**src/design/twm_map.vh**
```
// register offsets, field positions, codes and timing for the two-wire master
`ifndef TWM_MAP_VH
`define TWM_MAP_VH
`define TWM_REG_CTRL 3'h0
`define TWM_REG_STAT 3'h1
`define TWM_REG_DATA 3'h2
`define TWM_REG_IRQ 3'h3
`define TWM_REG_MASK 3'h4
`define TWM_CTRL_DONE 7
`define TWM_CTRL_ACKEN 6
`define TWM_CTRL_START 5
`define TWM_CTRL_STOP 4
`define TWM_CTRL_WCOL 3
`define TWM_CTRL_EN 2
`define TWM_IRQ_DONE 0
`define TWM_IRQ_ARB 1
`define TWM_IRQ_WCOL 2
`define TWM_ST_START 8'h08
`define TWM_ST_RSTART 8'h10
`define TWM_ST_AW_ACK 8'h18
`define TWM_ST_AW_NACK 8'h20
`define TWM_ST_D_ACK 8'h28
`define TWM_ST_D_NACK 8'h30
`define TWM_ST_ARB 8'h38
`define TWM_ST_AR_ACK 8'h40
`define TWM_ST_AR_NACK 8'h48
`define TWM_ST_IDLE 8'hf8
`define TWM_CLK_NS 50
`define TWM_QTR_NS 2500
`define TWM_FREE_NS 4700
`endif

```
**src/design/twm_master_tx.v**
```verilog
// two-wire bus master transmitter with status codes and a strobe register port
`timescale 1ns/10ps
`include "twm_map.vh"
module twm_master_tx #(
   parameter QTR_CYC = `TWM_QTR_NS / `TWM_CLK_NS,
   parameter FREE_CYC = (`TWM_FREE_NS + `TWM_CLK_NS - 1) / `TWM_CLK_NS
) (
   input wire sys_clk_i,
   input wire rst_n_i,
   input wire ce_i,
   input wire [2:0] addr_i,
   input wire [7:0] wdata_i,
   input wire wr_i,
   input wire rd_i,
   output reg [7:0] rdata_o,
   output wire irq_o,
   input wire scl_i,
   output wire scl_o,
   output reg scl_oe_o,
   input wire sda_i,
   output wire sda_o,
   output reg sda_oe_o,
   output reg master_rx_o
);
   localparam [2:0] S_IDLE = 3'h0;
   localparam [2:0] S_START = 3'h1;
   localparam [2:0] S_BIT = 3'h2;
   localparam [2:0] S_STOP = 3'h3;
   localparam [2:0] S_HOLD = 3'h4;

   reg scl_m, scl_s, scl_p, sda_m, sda_s, sda_p;
   reg bus_busy;
   reg [15:0] free_cnt;
   reg [15:0] qcnt;
   reg [2:0] state;
   reg [1:0] ph;
   reg [3:0] bitn;
   reg [7:0] shreg;
   reg is_addr, ack_seen, rep;
   reg step_done, ack_en, start_req, stop_req, wcol, enable;
   reg [7:0] code;
   reg [1:0] presc;
   reg [7:0] byte_buffer;
   reg [2:0] irq_st, irq_mask;
   reg go, ev_done, ev_arb, ev_wcol;
   reg [7:0] next_rdata;
   wire bus_free;
   wire tick;
   wire stall;

   // lines are open drain: only ever pulled low
   assign scl_o = 1'b0;
   assign sda_o = 1'b0;
   assign irq_o = |(irq_st & irq_mask);
   assign bus_free = !bus_busy && (free_cnt == FREE_CYC[15:0]);
   // a released clock held low by another party stretches the phase
   assign stall = (state == S_BIT || state == S_START || state == S_STOP) && ph == 2'h2 && !scl_s;
   assign tick = (qcnt == QTR_CYC[15:0] - 16'h1) && !stall;

   // two-flop synchronisers, then previous values for edge detection
   always @(posedge sys_clk_i) begin
      if (!rst_n_i) begin
         scl_m <= 1'b1;
         scl_s <= 1'b1;
         scl_p <= 1'b1;
         sda_m <= 1'b1;
         sda_s <= 1'b1;
         sda_p <= 1'b1;
      end else if (ce_i) begin
         scl_m <= scl_i;
         scl_s <= scl_m;
         scl_p <= scl_s;
         sda_m <= sda_i;
         sda_s <= sda_m;
         sda_p <= sda_s;
      end
   end

   // bus busy between any start and stop seen on the wires, free after idle time
   always @(posedge sys_clk_i) begin
      if (!rst_n_i) begin
         bus_busy <= 1'b0;
         free_cnt <= 16'h0000;
      end else if (ce_i) begin
         if (scl_s && sda_p && !sda_s)
            bus_busy <= 1'b1;
         else if (scl_s && !sda_p && sda_s)
            bus_busy <= 1'b0;
         if (bus_busy || !scl_s || !sda_s)
            free_cnt <= 16'h0000;
         else if (free_cnt != FREE_CYC[15:0])
            free_cnt <= free_cnt + 16'h0001;
      end
   end

   // read data mux, prescaler-free status code stands in the top bits
   always @* begin
      case (addr_i)
         `TWM_REG_CTRL: next_rdata = {step_done, ack_en, start_req, stop_req, wcol, enable, 2'h0};
         `TWM_REG_STAT: next_rdata = {code[7:3], 1'b0, presc};
         `TWM_REG_DATA: next_rdata = byte_buffer;
         `TWM_REG_IRQ: next_rdata = {5'h00, irq_st};
         `TWM_REG_MASK: next_rdata = {5'h00, irq_mask};
         default: next_rdata = 8'h00;
      endcase
   end

   // software side first, bus engine after it so hardware sets win
   always @(posedge sys_clk_i) begin
      if (!rst_n_i) begin
         rdata_o <= 8'h00;
         step_done <= 1'b0;
         ack_en <= 1'b0;
         start_req <= 1'b0;
         stop_req <= 1'b0;
         wcol <= 1'b0;
         enable <= 1'b0;
         code <= `TWM_ST_IDLE;
         presc <= 2'h0;
         byte_buffer <= 8'h00;
         irq_st <= 3'h0;
         irq_mask <= 3'h0;
         go <= 1'b0;
         ev_done <= 1'b0;
         ev_arb <= 1'b0;
         ev_wcol <= 1'b0;
         state <= S_IDLE;
         ph <= 2'h0;
         bitn <= 4'h0;
         shreg <= 8'h00;
         is_addr <= 1'b0;
         ack_seen <= 1'b0;
         rep <= 1'b0;
         qcnt <= 16'h0000;
         scl_oe_o <= 1'b0;
         sda_oe_o <= 1'b0;
         master_rx_o <= 1'b0;
      end else if (ce_i) begin
         go <= 1'b0;
         ev_done <= 1'b0;
         ev_arb <= 1'b0;
         ev_wcol <= 1'b0;
         if (rd_i)
            rdata_o <= next_rdata;
         // sticky events, a read clears but a same-cycle event survives
         irq_st <= ((rd_i && addr_i == `TWM_REG_IRQ) ? 3'h0 : irq_st) |
                   {ev_wcol, ev_arb, ev_done};
         if (wr_i) begin
            case (addr_i)
               `TWM_REG_CTRL: begin
                  ack_en <= wdata_i[`TWM_CTRL_ACKEN];
                  start_req <= wdata_i[`TWM_CTRL_START];
                  stop_req <= wdata_i[`TWM_CTRL_STOP];
                  enable <= wdata_i[`TWM_CTRL_EN];
                  if (wdata_i[`TWM_CTRL_DONE]) begin
                     step_done <= 1'b0;
                     go <= wdata_i[`TWM_CTRL_EN];
                  end
               end
               `TWM_REG_STAT: presc <= wdata_i[1:0];
               `TWM_REG_DATA: begin
                  if (step_done) begin
                     byte_buffer <= wdata_i;
                     wcol <= 1'b0;
                  end else begin
                     wcol <= 1'b1;
                     ev_wcol <= 1'b1;
                  end
               end
               `TWM_REG_MASK: irq_mask <= wdata_i[2:0];
               default: ;
            endcase
         end
         // quarter-bit timer runs only while a bus action is in progress
         if (state == S_IDLE || state == S_HOLD || tick)
            qcnt <= 16'h0000;
         else if (!stall)
            qcnt <= qcnt + 16'h0001;
         if (!enable) begin
            state <= S_IDLE;
            scl_oe_o <= 1'b0;
            sda_oe_o <= 1'b0;
            code <= `TWM_ST_IDLE;
         end else begin
            case (state)
               S_IDLE: begin
                  // start only once the bus is free
                  if (start_req && !step_done && bus_free) begin
                     state <= S_START;
                     ph <= 2'h0;
                     rep <= 1'b0;
                  end
               end
               S_START: begin
                  if (tick) begin
                     ph <= ph + 2'h1;
                     case (ph)
                        2'h0: sda_oe_o <= 1'b0;
                        2'h1: scl_oe_o <= 1'b0;
                        2'h2: sda_oe_o <= 1'b1;
                        default: begin
                           scl_oe_o <= 1'b1;
                           code <= rep ? `TWM_ST_RSTART : `TWM_ST_START;
                           step_done <= 1'b1;
                           ev_done <= 1'b1;
                           state <= S_HOLD;
                        end
                     endcase
                  end
               end
               S_BIT: begin
                  if (tick) begin
                     ph <= ph + 2'h1;
                     case (ph)
                        2'h0: sda_oe_o <= (bitn != 4'h8) && !shreg[7];
                        2'h1: scl_oe_o <= 1'b0;
                        2'h2: begin
                           // released a one but the line reads low
                           if (bitn != 4'h8 && shreg[7] && !sda_s) begin
                              scl_oe_o <= 1'b0;
                              sda_oe_o <= 1'b0;
                              code <= `TWM_ST_ARB;
                              step_done <= 1'b1;
                              ev_done <= 1'b1;
                              ev_arb <= 1'b1;
                              state <= S_HOLD;
                           end
                           if (bitn == 4'h8)
                              ack_seen <= !sda_s;
                           else
                              shreg <= {shreg[6:0], 1'b0};
                        end
                        default: begin
                           scl_oe_o <= 1'b1;
                           if (bitn == 4'h8) begin
                              sda_oe_o <= 1'b0;
                              step_done <= 1'b1;
                              ev_done <= 1'b1;
                              state <= S_HOLD;
                              if (is_addr && !master_rx_o)
                                 code <= ack_seen ? `TWM_ST_AW_ACK : `TWM_ST_AW_NACK;
                              else if (is_addr)
                                 code <= ack_seen ? `TWM_ST_AR_ACK : `TWM_ST_AR_NACK;
                              else
                                 code <= ack_seen ? `TWM_ST_D_ACK : `TWM_ST_D_NACK;
                           end else begin
                              bitn <= bitn + 4'h1;
                           end
                        end
                     endcase
                  end
               end
               S_STOP: begin
                  if (tick) begin
                     ph <= ph + 2'h1;
                     case (ph)
                        2'h0: sda_oe_o <= 1'b1;
                        2'h1: scl_oe_o <= 1'b0;
                        2'h2: sda_oe_o <= 1'b0;
                        default: begin
                           stop_req <= 1'b0;
                           code <= `TWM_ST_IDLE;
                           // pending start follows once the bus is free
                           state <= S_IDLE;
                        end
                     endcase
                  end
               end
               S_HOLD: begin
                  // suspended until software clears the flag
                  if (go) begin
                     ph <= 2'h0;
                     bitn <= 4'h0;
                     case (code[7:3])
                        // address after start or repeated start
                        `TWM_ST_START >> 3, `TWM_ST_RSTART >> 3: begin
                           shreg <= byte_buffer;
                           is_addr <= 1'b1;
                           master_rx_o <= byte_buffer[0];
                           state <= S_BIT;
                        end
                        // release and become an unaddressed slave
                        `TWM_ST_ARB >> 3: begin
                           code <= `TWM_ST_IDLE;
                           state <= S_IDLE;
                        end
                        default: begin
                           if (stop_req) begin
                              state <= S_STOP;
                           end else if (start_req) begin
                              rep <= 1'b1;
                              state <= S_START;
                           end else if (code[7:3] >= (`TWM_ST_AW_ACK >> 3) &&
                                        code[7:3] <= (`TWM_ST_D_NACK >> 3)) begin
                              shreg <= byte_buffer;
                              is_addr <= 1'b0;
                              state <= S_BIT;
                           end
                        end
                     endcase
                  end
               end
               default: state <= S_IDLE;
            endcase
         end
      end
   end
endmodule

```
**config.mk**
```make
export PLATFORM = sky130hd
export DESIGN_NAME = twm_master_tx
export DESIGN_NICKNAME = d
export VERILOG_FILES = /design/src/design/twm_master_tx.v
export VERILOG_INCLUDE_DIRS = /design/src /design/src/design
export SDC_FILE = /design/constraint.sdc
export NUM_CORES = 1
export LEC_CHECK = 0
export BUFFER_PORTS_ARGS = -buffer_cell sky130_fd_sc_hd__buf_2
export CORE_UTILIZATION = 45
export DETAILED_ROUTE_END_ITERATION = 10
export SETUP_SLACK_MARGIN = 0.4
export SYNTH_ARGS = -nofsm -noshare
export SYNTH_HDL_FRONTEND = slang
export SYNTH_SLANG_ARGS = --single-unit
```
**constraint.sdc**
```tcl
create_clock -name sys_clk_i -period 2.7 [get_ports sys_clk_i]
set_input_delay 0.54 -clock sys_clk_i [delete_from_list [all_inputs] [get_ports sys_clk_i]]
set_output_delay 0.54 -clock sys_clk_i [all_outputs]
set_load 0.005 [all_outputs]
```
=== Word level (Yosys, flattened, before mapping) ===
Index checks and enable logic that the tools add are counted.

* $add $sub $neg: 4
* $mul: 0
* Divide/modulo/power cells: 0
* $lt $le $gt $ge: 2
* Equality and inequality tests: 56
* Shifts and indexed selects: 0
* Mux-type cells: 123
* Bitwise operators: 3
* Reduce and logical (&&, ||, !) cells: 66

{| class="wikitable"
|+ Operators by type and width
! cell !! number
|-
| $mux W8 || 17
|-
| $mux W16 || 4
|-
| $mux W1 || 52
|-
| $pmux W8 S2 || 3
|-
| $mux W3 || 14
|-
| $pmux W8 S5 || 1
|-
| $add A16 B1 Y16 const B || 2
|-
| $pmux W8 S4 || 1
|-
| $ne A3 B3 Y1 const B || 10
|-
| $reduce_and A12 Y1 || 2
|-
| $mux W4 || 5
|-
| $pmux W1 S2 || 9
|-
| $eq A16 B6 Y1 const B || 1
|-
| $eq A16 B7 Y1 const B || 1
|-
| $logic_and A1 B1 Y1 || 16
|-
| $ne A16 B7 Y1 const B || 1
|-
| $ne A2 B2 Y1 const B || 8
|-
| $reduce_and A8 Y1 || 2
|-
| $ne A3 B2 Y1 const B || 5
|-
| $pmux W3 S5 || 1
|-
| $mux W7 || 2
|-
| $eq A3 B2 Y1 const B || 4
|-
| $ne A2 B1 Y1 const B || 6
|-
| $ne A4 B2 Y1 const B || 3
|-
| other kinds (46) || 84
|}

* Flip-flop bits (word level): 103
* Bits in latches: 0
* Memory bits (writable): 0
* Bits in read-only memories: 0
* Input bits: 18
* Output and inout port bits: 14
* Logic and storage cells: 288
* Memories: 0

=== Depth between registers and ports, before layout ===
Gate-level depths: netlist of the first run.

* Depth in word-level cells: 10
* Gate-level depth with buffers: 9
* Depth with buffers taken out: 8

=== Least setup slack after synthesis of the first run ===
No wires, ideal clock.

* Kind: reg-to-reg
* From: reg ph[0]
* To: reg code[4]
* Setup time: 0.139 ns
* Arrival time: 1.864 ns
* Data required time: 2.561 ns
* Slack: 0.697 ns
* Cell stages (with the launch flop): 10
* Path buffers: 1
* Clock period less this slack: 2.003 ns
* Cell sequence: dfxtp_1 -> inv_1 -> ha_1 -> clkbuf_1 -> and3b_1 -> and3_1 -> o211a_1 -> o21ai_1 -> nor4_1 -> a31oi_1

* Cells in the longest elaborated chain, start to end: 7
* Elaborated cells between the ends (all ways): 22
* Those cells by class: 10 x eq/ne; 4 x mux; 8 x reduce/logical

{| class="wikitable"
|+ Ends and longest elaborated chain
! what !! line !! text
|-
| start: declaration || twm_master_tx.v:36 || <nowiki>reg [1:0] ph;</nowiki>
|-
| start signal: assignment || twm_master_tx.v:196 || <nowiki>ph <= ph + 2'h1;</nowiki>
|-
| start signal: assignment || twm_master_tx.v:213 || <nowiki>ph <= ph + 2'h1;</nowiki>
|-
| start signal: assignment || twm_master_tx.v:255 || <nowiki>ph <= ph + 2'h1;</nowiki>
|-
| parallel branches: the longest is 7 deep, another holds $pmux W8 S2 || -- ||
|-
| end signal: assignment || twm_master_tx.v:118 || <nowiki>code <= `TWM_ST_IDLE;</nowiki>
|-
| end signal: assignment || twm_master_tx.v:183 || <nowiki>code <= `TWM_ST_IDLE;</nowiki>
|-
| end signal: assignment || twm_master_tx.v:203 || <nowiki>code <= rep ? `TWM_ST_RSTART : `TWM_ST_START;</nowiki>
|-
| end: declaration || twm_master_tx.v:41 || <nowiki>reg [7:0] code;</nowiki>
|}

Parallel ways; which one is timed is not known. The select of a mux whose other input is x is not followed.
A chain may end at the register's enable or synchronous reset.

=== Worst setup path in the final report of the first run ===
* From: reg state[2]
* To: reg shreg[7]

* Cells in the longest elaborated chain, start to end: 9
* Elaborated cells between the ends (all ways): 21
* Those cells by class: 12 x eq/ne; 1 x mux; 8 x reduce/logical

{| class="wikitable"
|+ Ends and longest elaborated chain
! what !! line !! text
|-
| start: declaration || twm_master_tx.v:35 || <nowiki>reg [2:0] state;</nowiki>
|-
| start signal: assignment || twm_master_tx.v:127 || <nowiki>state <= S_IDLE;</nowiki>
|-
| start signal: assignment || twm_master_tx.v:180 || <nowiki>state <= S_IDLE;</nowiki>
|-
| start signal: assignment || twm_master_tx.v:189 || <nowiki>state <= S_START;</nowiki>
|-
| $eq A3 B2 Y1 / $eq A3 B1 Y1 (equally long branches) || twm_master_tx.v:57, twm_master_tx.v:185 ||
|-
| $logic_or A1 B1 Y1 (2 in a row) || twm_master_tx.v:57 || <nowiki>assign stall = (state == S_BIT || state == S_START || state == S_STOP) && ph == 2'h2 && !scl_s;</nowiki>
|-
| $logic_and A1 B1 Y1 (2 in a row) || twm_master_tx.v:57 ||
|-
| $logic_not A1 Y1 || -- ||
|-
| $logic_and A1 B1 Y1 || twm_master_tx.v:58 || <nowiki>assign tick = (qcnt == QTR_CYC[15:0] - 16'h1) && !stall;</nowiki>
|-
| $ne A2 B2 Y1 (no source line) || -- ||
|-
| $reduce_and A11 Y1 (no source line) || -- ||
|-
| end signal: assignment || twm_master_tx.v:231 || <nowiki>shreg <= {shreg[6:0], 1'b0};</nowiki>
|-
| end signal: assignment || twm_master_tx.v:277 || <nowiki>shreg <= byte_buffer;</nowiki>
|-
| end signal: assignment || twm_master_tx.v:295 || <nowiki>shreg <= byte_buffer;</nowiki>
|-
| end: declaration || twm_master_tx.v:38 || <nowiki>reg [7:0] shreg;</nowiki>
|}

Several ways; a longest one is shown, not always the timed one.

==> results of run 1 <==
==> critical path, delay by kind of cell, from the launching register on <==
| family | cells | cell delay (ns) |
|---|---|---|
| and+or+nand+nor | 4 | 1.09 |
| DFF | 1 | 0.43 |
| AOI/OAI and AO/OA | 2 | 0.33 |
| buffers and inverters | 1 | 0.22 |
==> worst max-delay path by stage <==
stage | depth (start not counted) | slack [ns] | startpoint | endpoint
CTS | 8 | 0.42 | ph[0]$_SDFFE_PN0P_ | code[4]$_SDFFE_PN1P_
finish | 7 | 0.52 | state[2]$_SDFFE_PN0P_ | shreg[7]$_SDFFE_PN0P_
global placement | 6 | 0.48 | free_cnt[11]$_SDFFE_PN0P_ | free_cnt[15]$_SDFFE_PN0P_
floorplan | 9 | 0.70 | ph[0]$_SDFFE_PN0P_ | code[4]$_SDFFE_PN1P_
global route | 7 | 0.34 | qcnt[0]$_SDFFE_PN0P_ | bitn[2]$_SDFFE_PN0P_
detailed placement | 6 | 0.41 | state[1]$_SDFFE_PN0P_ | shreg[7]$_SDFFE_PN0P_
==> layer usage <==
layer,GRT usage (%),vias up,routed length [um]
li1,-,2317,-
met1,29.5,2198,6250
met2,33.3,135,5620
met3,5.58,16,621
met4,5.64,0,178
met5,0,-,0
==> power breakdown <==
group | switching [W] | internal [W] | total [W]
Combinational | 0.0000961 | 0.0000573 | 0.000153
Clock | 0.000566 | 0.000771 | 0.00134
Sequential | 0.0000125 | 0.00149 | 0.00150
==> state kept, by name, summed over array words and instances, names as in the netlist, 2 cells and up <==
register	count
code	5
free_cnt	16
rdata_o	8
shreg	8
irq_mask	3
state	3
ph	2
irq_st	3
byte_buffer	8
presc	2
bitn	4
qcnt	16
==> Yosys cell counts (all sizes together), types with 5 or more instances <==
cell / instances / area share (%)
a21boi: 16 / 2.3
a21o: 6 / 0.85
a21oi: 15 / 1.4
a22oi: 11 / 1.6
a31oi: 11 / 1.3
and2: 9 / 1.1
and3: 6 / 0.71
buf: 8 / 1.0
clkbuf: 27 / 1.9
dfxtp: 100 / 38
ha: 11 / 2.6
inv: 26 / 1.8
mux2i: 25 / 4.7
nand2: 80 / 5.7
nand2b: 6 / 0.71
nand3: 30 / 2.8
nand3b: 6 / 0.85
nand4: 21 / 2.5
nor2: 63 / 4.5
nor2b: 25 / 3.0
nor3: 13 / 1.2
nor4: 9 / 1.4
o211ai: 5 / 0.97
o21a: 5 / 0.71
o21ai: 29 / 2.7
xnor2: 16 / 2.7
xor2: 11 / 1.8
==> cells by family after synthesis <==
family / share of synthesized area [%]
flops: 37.9
fa+ha+maj: 2.80
mux: 5.38
simple gates: 27.6
buf+inv: 4.81
xor+xnor: 4.48
other cells: 0.0711
compound gates: 16.9
==> final cells by class <==
cell class	count	area share, %
multi-input cells	485	51.8
flip-flops and latches	100	34.2
clock buffers	11	4.31
repair buffers	41	4.01
well taps	143	3.05
inverters	26	1.66
clock inverters	5	1.00
==> stage by stage <==
stage          hold slack (ns)  area [um2]  utilization [%]  total power [W]  std cells
2_1_floorplan            0.440        5280                -          0.00164        646
3_3_place_gp             0.451        5540             48.5          0.00168        795
3_5_place_dp             0.455        5540             48.5          0.00169        795
4_1_cts                  0.403        5850             51.2          0.00302        811
5_1_grt                  0.412        5860             51.3          0.00310        811
6_report                 0.408        5860             51.3          0.00299        811
==> out/metrics.yaml, run 1 <==
place:
  place_congestion: 0.955
  dp_slack_ns: 0.409
  io_buffers: 29
  dp_hpwl_um: 9130
worst_hold_path:
  hold_class: "in -> reg"
  min_from: "scl_i"
  whs_endpoint: "scl_m$_SDFFE_PN1P_"
  worstHoldPathCells: 3
sta:
  skew_ns: 0.00726
  max-slew-margin-rel_pct: 63.8
  fmax_ghz: 0.458
  finalSetupViolCount: 0
  worst_pin_slew_ns: 0.542
  tns_ns: 0
  rsz0062_at_grt: "yes"
  layout_min_cycle_time_ns: 2.18
  hold_viol: 0
  final_max_slew_viol_count: 0
  period_share_pct: 80.9
  timing.final.ws_setup_ns: 0.517
floorplanning:
  die-area_mm2: 0.0122
  start_util_pct: 46.2
  die_h_um: 110
  boundaryPins: 32
  die_x_um: 110
  placementRows: 39
  core-area_mm2: 0.0114
cts:
  clk_pin_slew_ns: 0.07
  cts_hold_buf: 0
  clock-sinks: 100
  cts_resized: 1
  cts_tree: "yes"
  cts-root-buf: "clkbuf_16"
  htreeDepth: 3
  cts_buffers: 9
  insertion_delay_ns: 0.35
  clock_path_buffers: 2
  postCtsSetupBuffers: 0
detailed_routing:
  wirelength_um: 12700
  ant_nets: 0
  dr.first_iter.drc_count: 440
  drtPass1Iterations: 5
  wire_per_inst_um: 15.6
  drc: 0
  viasPerCell: 5.75
  vias: 4666
worst_setup_path:
  r2r_setup_slack_ns: 0.52
  crit_type: "reg -> reg"
  cp-end-kind: "register"
  path_max_fanout: 16
  cp.required_ns: 2.95
  cp.arrival_ns: 2.43
  reg2reg_from: "state[2]$_SDFFE_PN0P_"
  critPathMaxStageDelay_ns: 0.43
  critPathLaunchType: "register"
  r2r_end: "shreg[7]$_SDFFE_PN0P_"
  slowest_stage: "dfxtp_1"
  r2r_cells: 7
  path_cells: "buf_4, nor3b_1, and2_2, a22o_4, o211ai_4, nand3b_1, and3_1"
yosys:
  netlist_instances: 645
  ys_ff_latch: 100
  synth_area_mm2: 0.00528
  synth_seq_area_share_pct: 37.9
  synth_cell_types: 66
  ys_warn_count: 0
  ys_dominant_reg_cell: "dfxtp_1"
  avgSynthCellArea_um2: 8.18
  synth_edf_count: 0
  async_flop_share_pct: 0
global_route:
  grt_pass1_vias: 4117
  grt_max_degree: 44
  antenna_found_initial: 0
  grt_pass1_wl_um: 20300
  track_usage_pct: 21.5
  grt_overflow: 0
finish:
  area_growth_pct: 11.1
  nFillCells: 1122
  multi_input_area_mm2: 0.00304
  final_cell_mix: "dfxtp_1 (98), nand2_1 (79), nor2_1 (62)"
  regArea_mm2: 0.00200
  layout_commonest_cell: "dfxtp_1"
  diodes: 0
  num-nets-final: 692
  drive_above_1_share_pct: 10.6
run:
  max_cap_violations: 0
pwr:
  p_leak_nw: 2.05
  power_density_mw_per_mm2: 510
  vdd_drop_max_mv: 0.636
run_status:
  status: "completed"
Note: power is estimated with default switching activity, not from simulation.
==> run 2: changes to the inputs <==
- ABC_AREA: unset -> 1
- clock period: 2.7 -> 2 ns (I/O delays scaled with it)
==> out/metrics.yaml, run 2 <==
place:
  dpl.cell_count: 1012  # was 795
  dp_hpwl_um: 11200  # was 9130 um
  dp_slack_ns: 0.124  # was 0.409 ns
  place_congestion: 0.885  # was 0.955
  io_buffers: 29  # unchanged
  placed_cell_area_mm2: 0.00594  # was 0.00554 mm2
floorplanning:
  placementRows: 40  # was 39
  core-area_mm2: 0.0120  # was 0.0114 mm2
  start_util_pct: 46.2  # about the same
  boundaryPins: 32  # unchanged
  die-area_mm2: 0.0128  # was 0.0122 mm2
  die_h_um: 113  # was 110 um
  die_x_um: 113  # was 110 um
pwr:
  vdd_drop_max_mv: 0.469  # was 0.636 mV
  power_density_mw_per_mm2: 623  # was 510 mW/mm2
  p_leak_nw: 2.65  # was 2.05 nW
yosys:
  avgSynthCellArea_um2: 6.63  # was 8.18 um2
  ys_warn_count: 0  # unchanged
  ys_dominant_reg_cell: "dfxtp_1"  # unchanged
  synth_cell_types: 48  # was 66
  ys_top_cells_by_area: "dfxtp_1 (36%), nand2_1 (12%), nor2_1 (7.8%)"  # was dfxtp_1 (38%), nand2_1 (5.7%), mux2i_1 (4.7%)
  synth_simple_gate_area_share_pct: 35.2  # was 27.6%
  synth_area_mm2: 0.00555  # was 0.00528 mm2
  netlist.area_leader.share_pct: 36.1  # was 37.9%
  netlist_instances: 837  # was 645
  synth_seq_area_share_pct: 36.1  # was 37.9%
  ys_ff_latch: 100  # unchanged
  synth_top_family_by_area: "simple AND/OR/NAND/NOR gates"  # unchanged
  synth_fa_ha_area_share_pct: 2.48  # was 2.80%
  synthTopCellsByCount: "nand2_1 (176), nor2_1 (115), dfxtp_1 (100), inv_1 (93), a21oi_1 (70)"  # was dfxtp_1 (100), nand2_1 (80), nor2_1 (62), nand3_1 (30), o21ai_0 (28)
  synth_compound_area_share_pct: 16.2  # was 16.9%
  synthMuxAreaShare_pct: 0  # was 5.38%
  synth.most_common_cell: "nand2_1"  # was dfxtp_1
  synth-xor-area-share_pct: 1.10  # was 4.48%
  synth_edf_count: 0  # unchanged
  async_flop_share_pct: 0  # unchanged
  yosysTopAreaCell: "dfxtp_1"  # unchanged
global_route:
  track_usage_pct: 25.8  # was 21.5%
  antenna_found_initial: 0  # unchanged
  grt_max_degree: 44  # unchanged
  grt_pass1_wl_um: 26000  # was 20300 um
  grt_overflow: 0  # unchanged
  grt_pass1_vias: 5386  # was 4117
worst_setup_path:
  cp.arrival_ns: 1.97  # was 2.43 ns
  critPathMaxStageDelay_ns: 0.38  # was 0.43 ns
  slowest_stage: "dfxtp_4"  # was dfxtp_1
  critPathLaunchType: "register"  # unchanged
  cp-end-kind: "register"  # unchanged
  cp.required_ns: 2.27  # was 2.95 ns
  crit_type: "reg -> reg"  # unchanged
  path_max_fanout: 9  # was 16
  path_cells: "inv_4, ha_4, inv_4, nor2_4, nand2_4, nand3_4, nand2_4, nand2_8, nor2_4, o21ai_1, nand2_1, nor2_1"  # was buf_4, nor3b_1, and2_2, a22o_4, o211ai_4, nand3b_1, and3_1
cts:
  clock_path_buffers: 2  # unchanged
  cts_buffers: 9  # unchanged
  cts_tree: "yes"  # unchanged
  cts-root-buf: "clkbuf_16"  # unchanged
  clk_pin_slew_ns: 0.08  # was 0.07 ns
  clock-sinks: 100  # unchanged
  htreeDepth: 3  # unchanged
  insertion_delay_ns: 0.37  # was 0.35 ns
detailed_routing:
  viasPerCell: 5.38  # was 5.75
  ant_nets: 0  # unchanged
  drtPass1Iterations: 5  # unchanged
  wirelength_um: 15800  # was 12700 um
  dr.first_iter.drc_count: 513  # was 440
  wire_per_inst_um: 14.9  # was 15.6 um
  drc: 0  # unchanged
  vias: 5716  # was 4666
run:
  max_cap_violations: 0  # unchanged
sta:
  layout_min_cycle_time_ns: 1.70  # was 2.18 ns
  skew_ns: 0.00974  # was 0.00726 ns
  fmax_ghz: 0.588  # was 0.458 GHz
  period_share_pct: 85.1  # was 80.9%
  finalSetupViolCount: 0  # unchanged
  tns_ns: 0  # unchanged
  timing.final.ws_setup_ns: 0.298  # was 0.517 ns
  hold_viol: 0  # unchanged
  rsz0062_at_grt: "yes"  # unchanged
  final_max_slew_viol_count: 0  # unchanged
finish:
  num-nets-final: 940  # was 692
  diodes: 0  # unchanged
  reg_top3: "free_cnt x16, qcnt x16"  # unchanged
  drive_above_1_share_pct: 25.1  # was 10.6%
  area_growth_pct: 26.7  # was 11.1%
  final_cells: 1063  # was 811
  layout_commonest_cell: "nand2_1"  # was dfxtp_1
  final_cell_mix: "nand2_1 (162), nor2_1 (95), inv_1 (83)"  # was dfxtp_1 (98), nand2_1 (79), nor2_1 (62)
  stdcell_area_mm2: 0.00703  # was 0.00586 mm2
worst_hold_path:
  hold_class: "in -> reg"  # unchanged
run_status:
  status: "completed"  # unchanged
==> run 2: kinds of logic after synthesis <==
logic type	count (synthesis)
buf+inv	122
simple gates	435
compound gates	161
flops	100
other cells	1
xor+xnor	7
fa+ha+maj	11
==> run 2: timing repair <==
item | in CTS | in global routing
hold buffers | 0 | 0
setup endpoints to repair | 57 | 60
gates cloned | 2 | 0
buffers inserted | 20 | 13
pin swaps | 27 | 35
gates resized for setup | 70 | 85
==> run 2: through the flow <==
step / power (W) / util (%) / hold WS [ns]
3_5_place_dp: 0.00247 / 49.5 / 0.447
4_1_cts: 0.00436 / 55.3 / 0.293
2_1_floorplan: 0.00235 / - / 0.422
5_1_grt: 0.00453 / 58.5 / 0.301
6_report: 0.00438 / 58.5 / 0.284
3_3_place_gp: 0.00246 / 49.5 / 0.441
==> run 2: worst max-delay path: cells and delay by family, from the launching register on <==
| family | cells | cell delay [ns] |
|---|---|---|
| AO/OA/AOI/OAI | 1 | 0.09 |
| adder cells (fa/ha/maj) | 1 | 0.17 |
| buffers and inverters | 2 | 0.11 |
| flip-flops | 1 | 0.38 |
| AND/OR/NAND/NOR | 8 | 0.85 |
==> run 2: final timing paths <==
check                       startpoint                    end  slack [ns]  depth (start not counted)
setup reg to reg    ph[0]$_SDFFE_PN0P_  shreg[0]$_SDFFE_PN0P_        0.30                         12
hold / removal                   sda_i     sda_m$_SDFFE_PN1P_        0.28                          3
setup / recovery    ph[0]$_SDFFE_PN0P_  shreg[0]$_SDFFE_PN0P_        0.30                         12
hold reg to reg   qcnt[5]$_SDFFE_PN0P_   qcnt[5]$_SDFFE_PN0P_        0.44                          1
==> run 2: metal layers <==
| metal | GRT usage (%) | share of wire, % | vias to the layer above |
|---|---|---|---|
| li1 | - | - | 2913 |
| met1 | 32.2 | 46 | 2644 |
| met2 | 43.6 | 48 | 129 |
| met3 | 5.14 | 3.6 | 30 |
| met4 | 10.2 | 2.4 | 0 |
| met5 | 0 | 0 | - |
==> run 2: final cells by class <==
type	count	area, um2
clock inverter	7	83.8
inverter	99	390
fill	1150	4980
timing repair inverter	1	7.51
multi-input combinational	617	3490
tap	147	184
sequential	100	2040
timing repair buffer	83	608
clock buffer	9	225
==> run 2: where the power goes <==
part / total [W] / internal (W) / switching, W
combinational: 0.000465 / 0.000172 / 0.000293
clock: 0.00186 / 0.000993 / 0.000868
sequential: 0.00206 / 0.00202 / 0.0000375
total: 0.00438 / 0.00318 / 0.00120
==> run 3: changes to the inputs <==
- CORE_MARGIN: unset -> 2
- CORE_UTILIZATION: 45 -> 40
==> out/metrics.yaml, run 3 (synthesis gave the netlist of run 2 again) <==
run_status:
  status: "completed"  # unchanged
cts:
  cts-root-buf: "clkbuf_16"  # unchanged
  clk_pin_slew_ns: 0.07  # was 0.08 ns
  clock_path_buffers: 2  # unchanged
  htreeDepth: 3  # unchanged
  cts_buffers: 9  # unchanged
  clock-sinks: 100  # unchanged
  cts_tree: "yes"  # unchanged
  insertion_delay_ns: 0.36  # was 0.37 ns
detailed_routing:
  drtPass1Iterations: 5  # unchanged
  vias: 5496  # was 5716
  dr.first_iter.drc_count: 455  # was 513
  ant_nets: 0  # unchanged
  wire_per_inst_um: 13.9  # was 14.9 um
  drc: 0  # unchanged
  viasPerCell: 5.07  # was 5.38
  wirelength_um: 15000  # was 15800 um
finish:
  diodes: 0  # unchanged
  reg_top3: "free_cnt x16, qcnt x16"  # unchanged
  final_cell_mix: "nand2_1 (163), nor2_1 (96), inv_1 (81)"  # was nand2_1 (162), nor2_1 (95), inv_1 (83)
  final_util_pct: 50.7  # was 58.5%
  num-nets-final: 928  # was 940
  area_growth_pct: 25.2  # was 26.7%
  drive_above_1_share_pct: 23.9  # was 25.1%
  layout_commonest_cell: "nand2_1"  # unchanged
place:
  io_buffers: 29  # unchanged
  dp_hpwl_um: 10700  # was 11200 um
  place_congestion: 0.916  # was 0.885
global_route:
  antenna_found_initial: 0  # unchanged
  grt_overflow: 0  # unchanged
  grt_max_degree: 44  # unchanged
  grt_pass1_wl_um: 24800  # was 26000 um
  track_usage_pct: 20.9  # was 25.8%
  grt_pass1_vias: 5071  # was 5386
sta:
  rsz0062_at_grt: "yes"  # unchanged
  tns_ns: 0  # unchanged
  layout_min_cycle_time_ns: 1.69  # was 1.70 ns
  final_max_slew_viol_count: 0  # unchanged
  finalSetupViolCount: 0  # unchanged
  skew_ns: 0.00736  # was 0.00974 ns
  period_share_pct: 84.5  # was 85.1%
  hold_viol: 0  # unchanged
  fmax_ghz: 0.592  # was 0.588 GHz
floorplanning:
  placementRows: 43  # was 40
  die_h_um: 122  # was 113 um
  die_x_um: 122  # was 113 um
  core-area_mm2: 0.0137  # was 0.0120 mm2
  boundaryPins: 32  # unchanged
  start_util_pct: 40.5  # was 46.2%
  die-area_mm2: 0.0148  # was 0.0128 mm2
worst_setup_path:
  crit_type: "reg -> reg"  # unchanged
  path_max_fanout: 5  # was 9
  cp-end-kind: "register"  # unchanged
  cp.arrival_ns: 1.99  # was 1.97 ns
  critPathLaunchType: "register"  # unchanged
  cp.required_ns: 2.30  # was 2.27 ns
pwr:
  p_leak_nw: 2.60  # was 2.65 nW
  p_total_w: 0.00441  # was 0.00438 W
  power_density_mw_per_mm2: 634  # was 623 mW/mm2
  vdd_drop_max_mv: 0.425  # was 0.469 mV
worst_hold_path:
  hold_class: "in -> reg"  # unchanged
run:
  max_cap_violations: 0  # unchanged
[run 3: cell count changes in the layout (fill, tap and decap cells not counted), moves of 3 or more]
cell / delta
buf_4: -11
o21ai_0: +6
nand3_2: -3
o21ai_1: -5
nor2_4: -3
dfxtp_1: -5
dfxtp_2: +5
nand2_4: -3
a21oi_2: -3
a21oi_1: +4
[run 3: per-stage QoR]
stage                     std cells  hold slack (ns)  instance area (um2)  worst slack (ns)
final                          1084            0.257                 6950             0.310
after global routing           1084            0.280                 6950             0.237
after CTS                      1077            0.248                 6660             0.340
after detailed placement       1046            0.450                 5990             0.147
after global placement         1046            0.442                 5990             0.171
after floorplan                 838            0.422                 5580             0.400
[run 3: report_power, final]
part           switching, W  internal (W)  total (W)
combinational      0.000288      0.000161   0.000449
sequential        0.0000349       0.00202    0.00205
clock              0.000891       0.00102    0.00191
total               0.00121       0.00319    0.00441
[run 3: final cells by class]
cell class,count,area (um2)
fill,1399,6770
multi-input combinational,618,3450
sequential,100,2050
timing repair buffer,70,504
inverter,99,397
clock buffer,9,225
tap,180,225
clock inverter,7,100
timing repair inverter,1,7.51
[run 3: worst max-delay path, cell delays in order (launching register included)]
cell,delay (ns)
dfxtp_4,0.39
inv_4,0.05
ha_2,0.17
or2_4,0.26
o21ai_2,0.14
nand3_2,0.13
nor2_4,0.20
buf_12,0.14
nand3b_1,0.08
nand3_1,0.08
[run 3: path summary, 6_finish.rpt]
path	slack, ns	depth (start not counted)	end	start
setup / recovery	0.31	9	code[7]$_SDFFE_PN1P_	ph[1]$_SDFFE_PN0P_
hold / removal	0.26	3	sda_m$_SDFFE_PN1P_	sda_i
setup reg to reg	0.31	9	code[7]$_SDFFE_PN1P_	ph[1]$_SDFFE_PN0P_
hold reg to reg	0.44	1	qcnt[5]$_SDFFE_PN0P_	qcnt[5]$_SDFFE_PN0P_
[run 3: layer usage]
metal | GRT usage, % | vias to the layer above | wire (um)
met5 | 0 | - | 0
met4 | 6.54 | 0 | 228
met3 | 3.75 | 21 | 557
met2 | 34.4 | 105 | 7180
met1 | 27.9 | 2488 | 7070
li1 | - | 2882 | -
[run 3: timing repair]
| action | 4_1_cts | 5_1_grt |
|---|---|---|
| pin swaps | 26 | 30 |
| setup buffers | 13 | 6 |
| gates resized for setup | 72 | 67 |
| endpoints found under the setup margin | 54 | 58 |
| gates cloned | 2 | 1 |
| hold buffers | 0 | 0 |
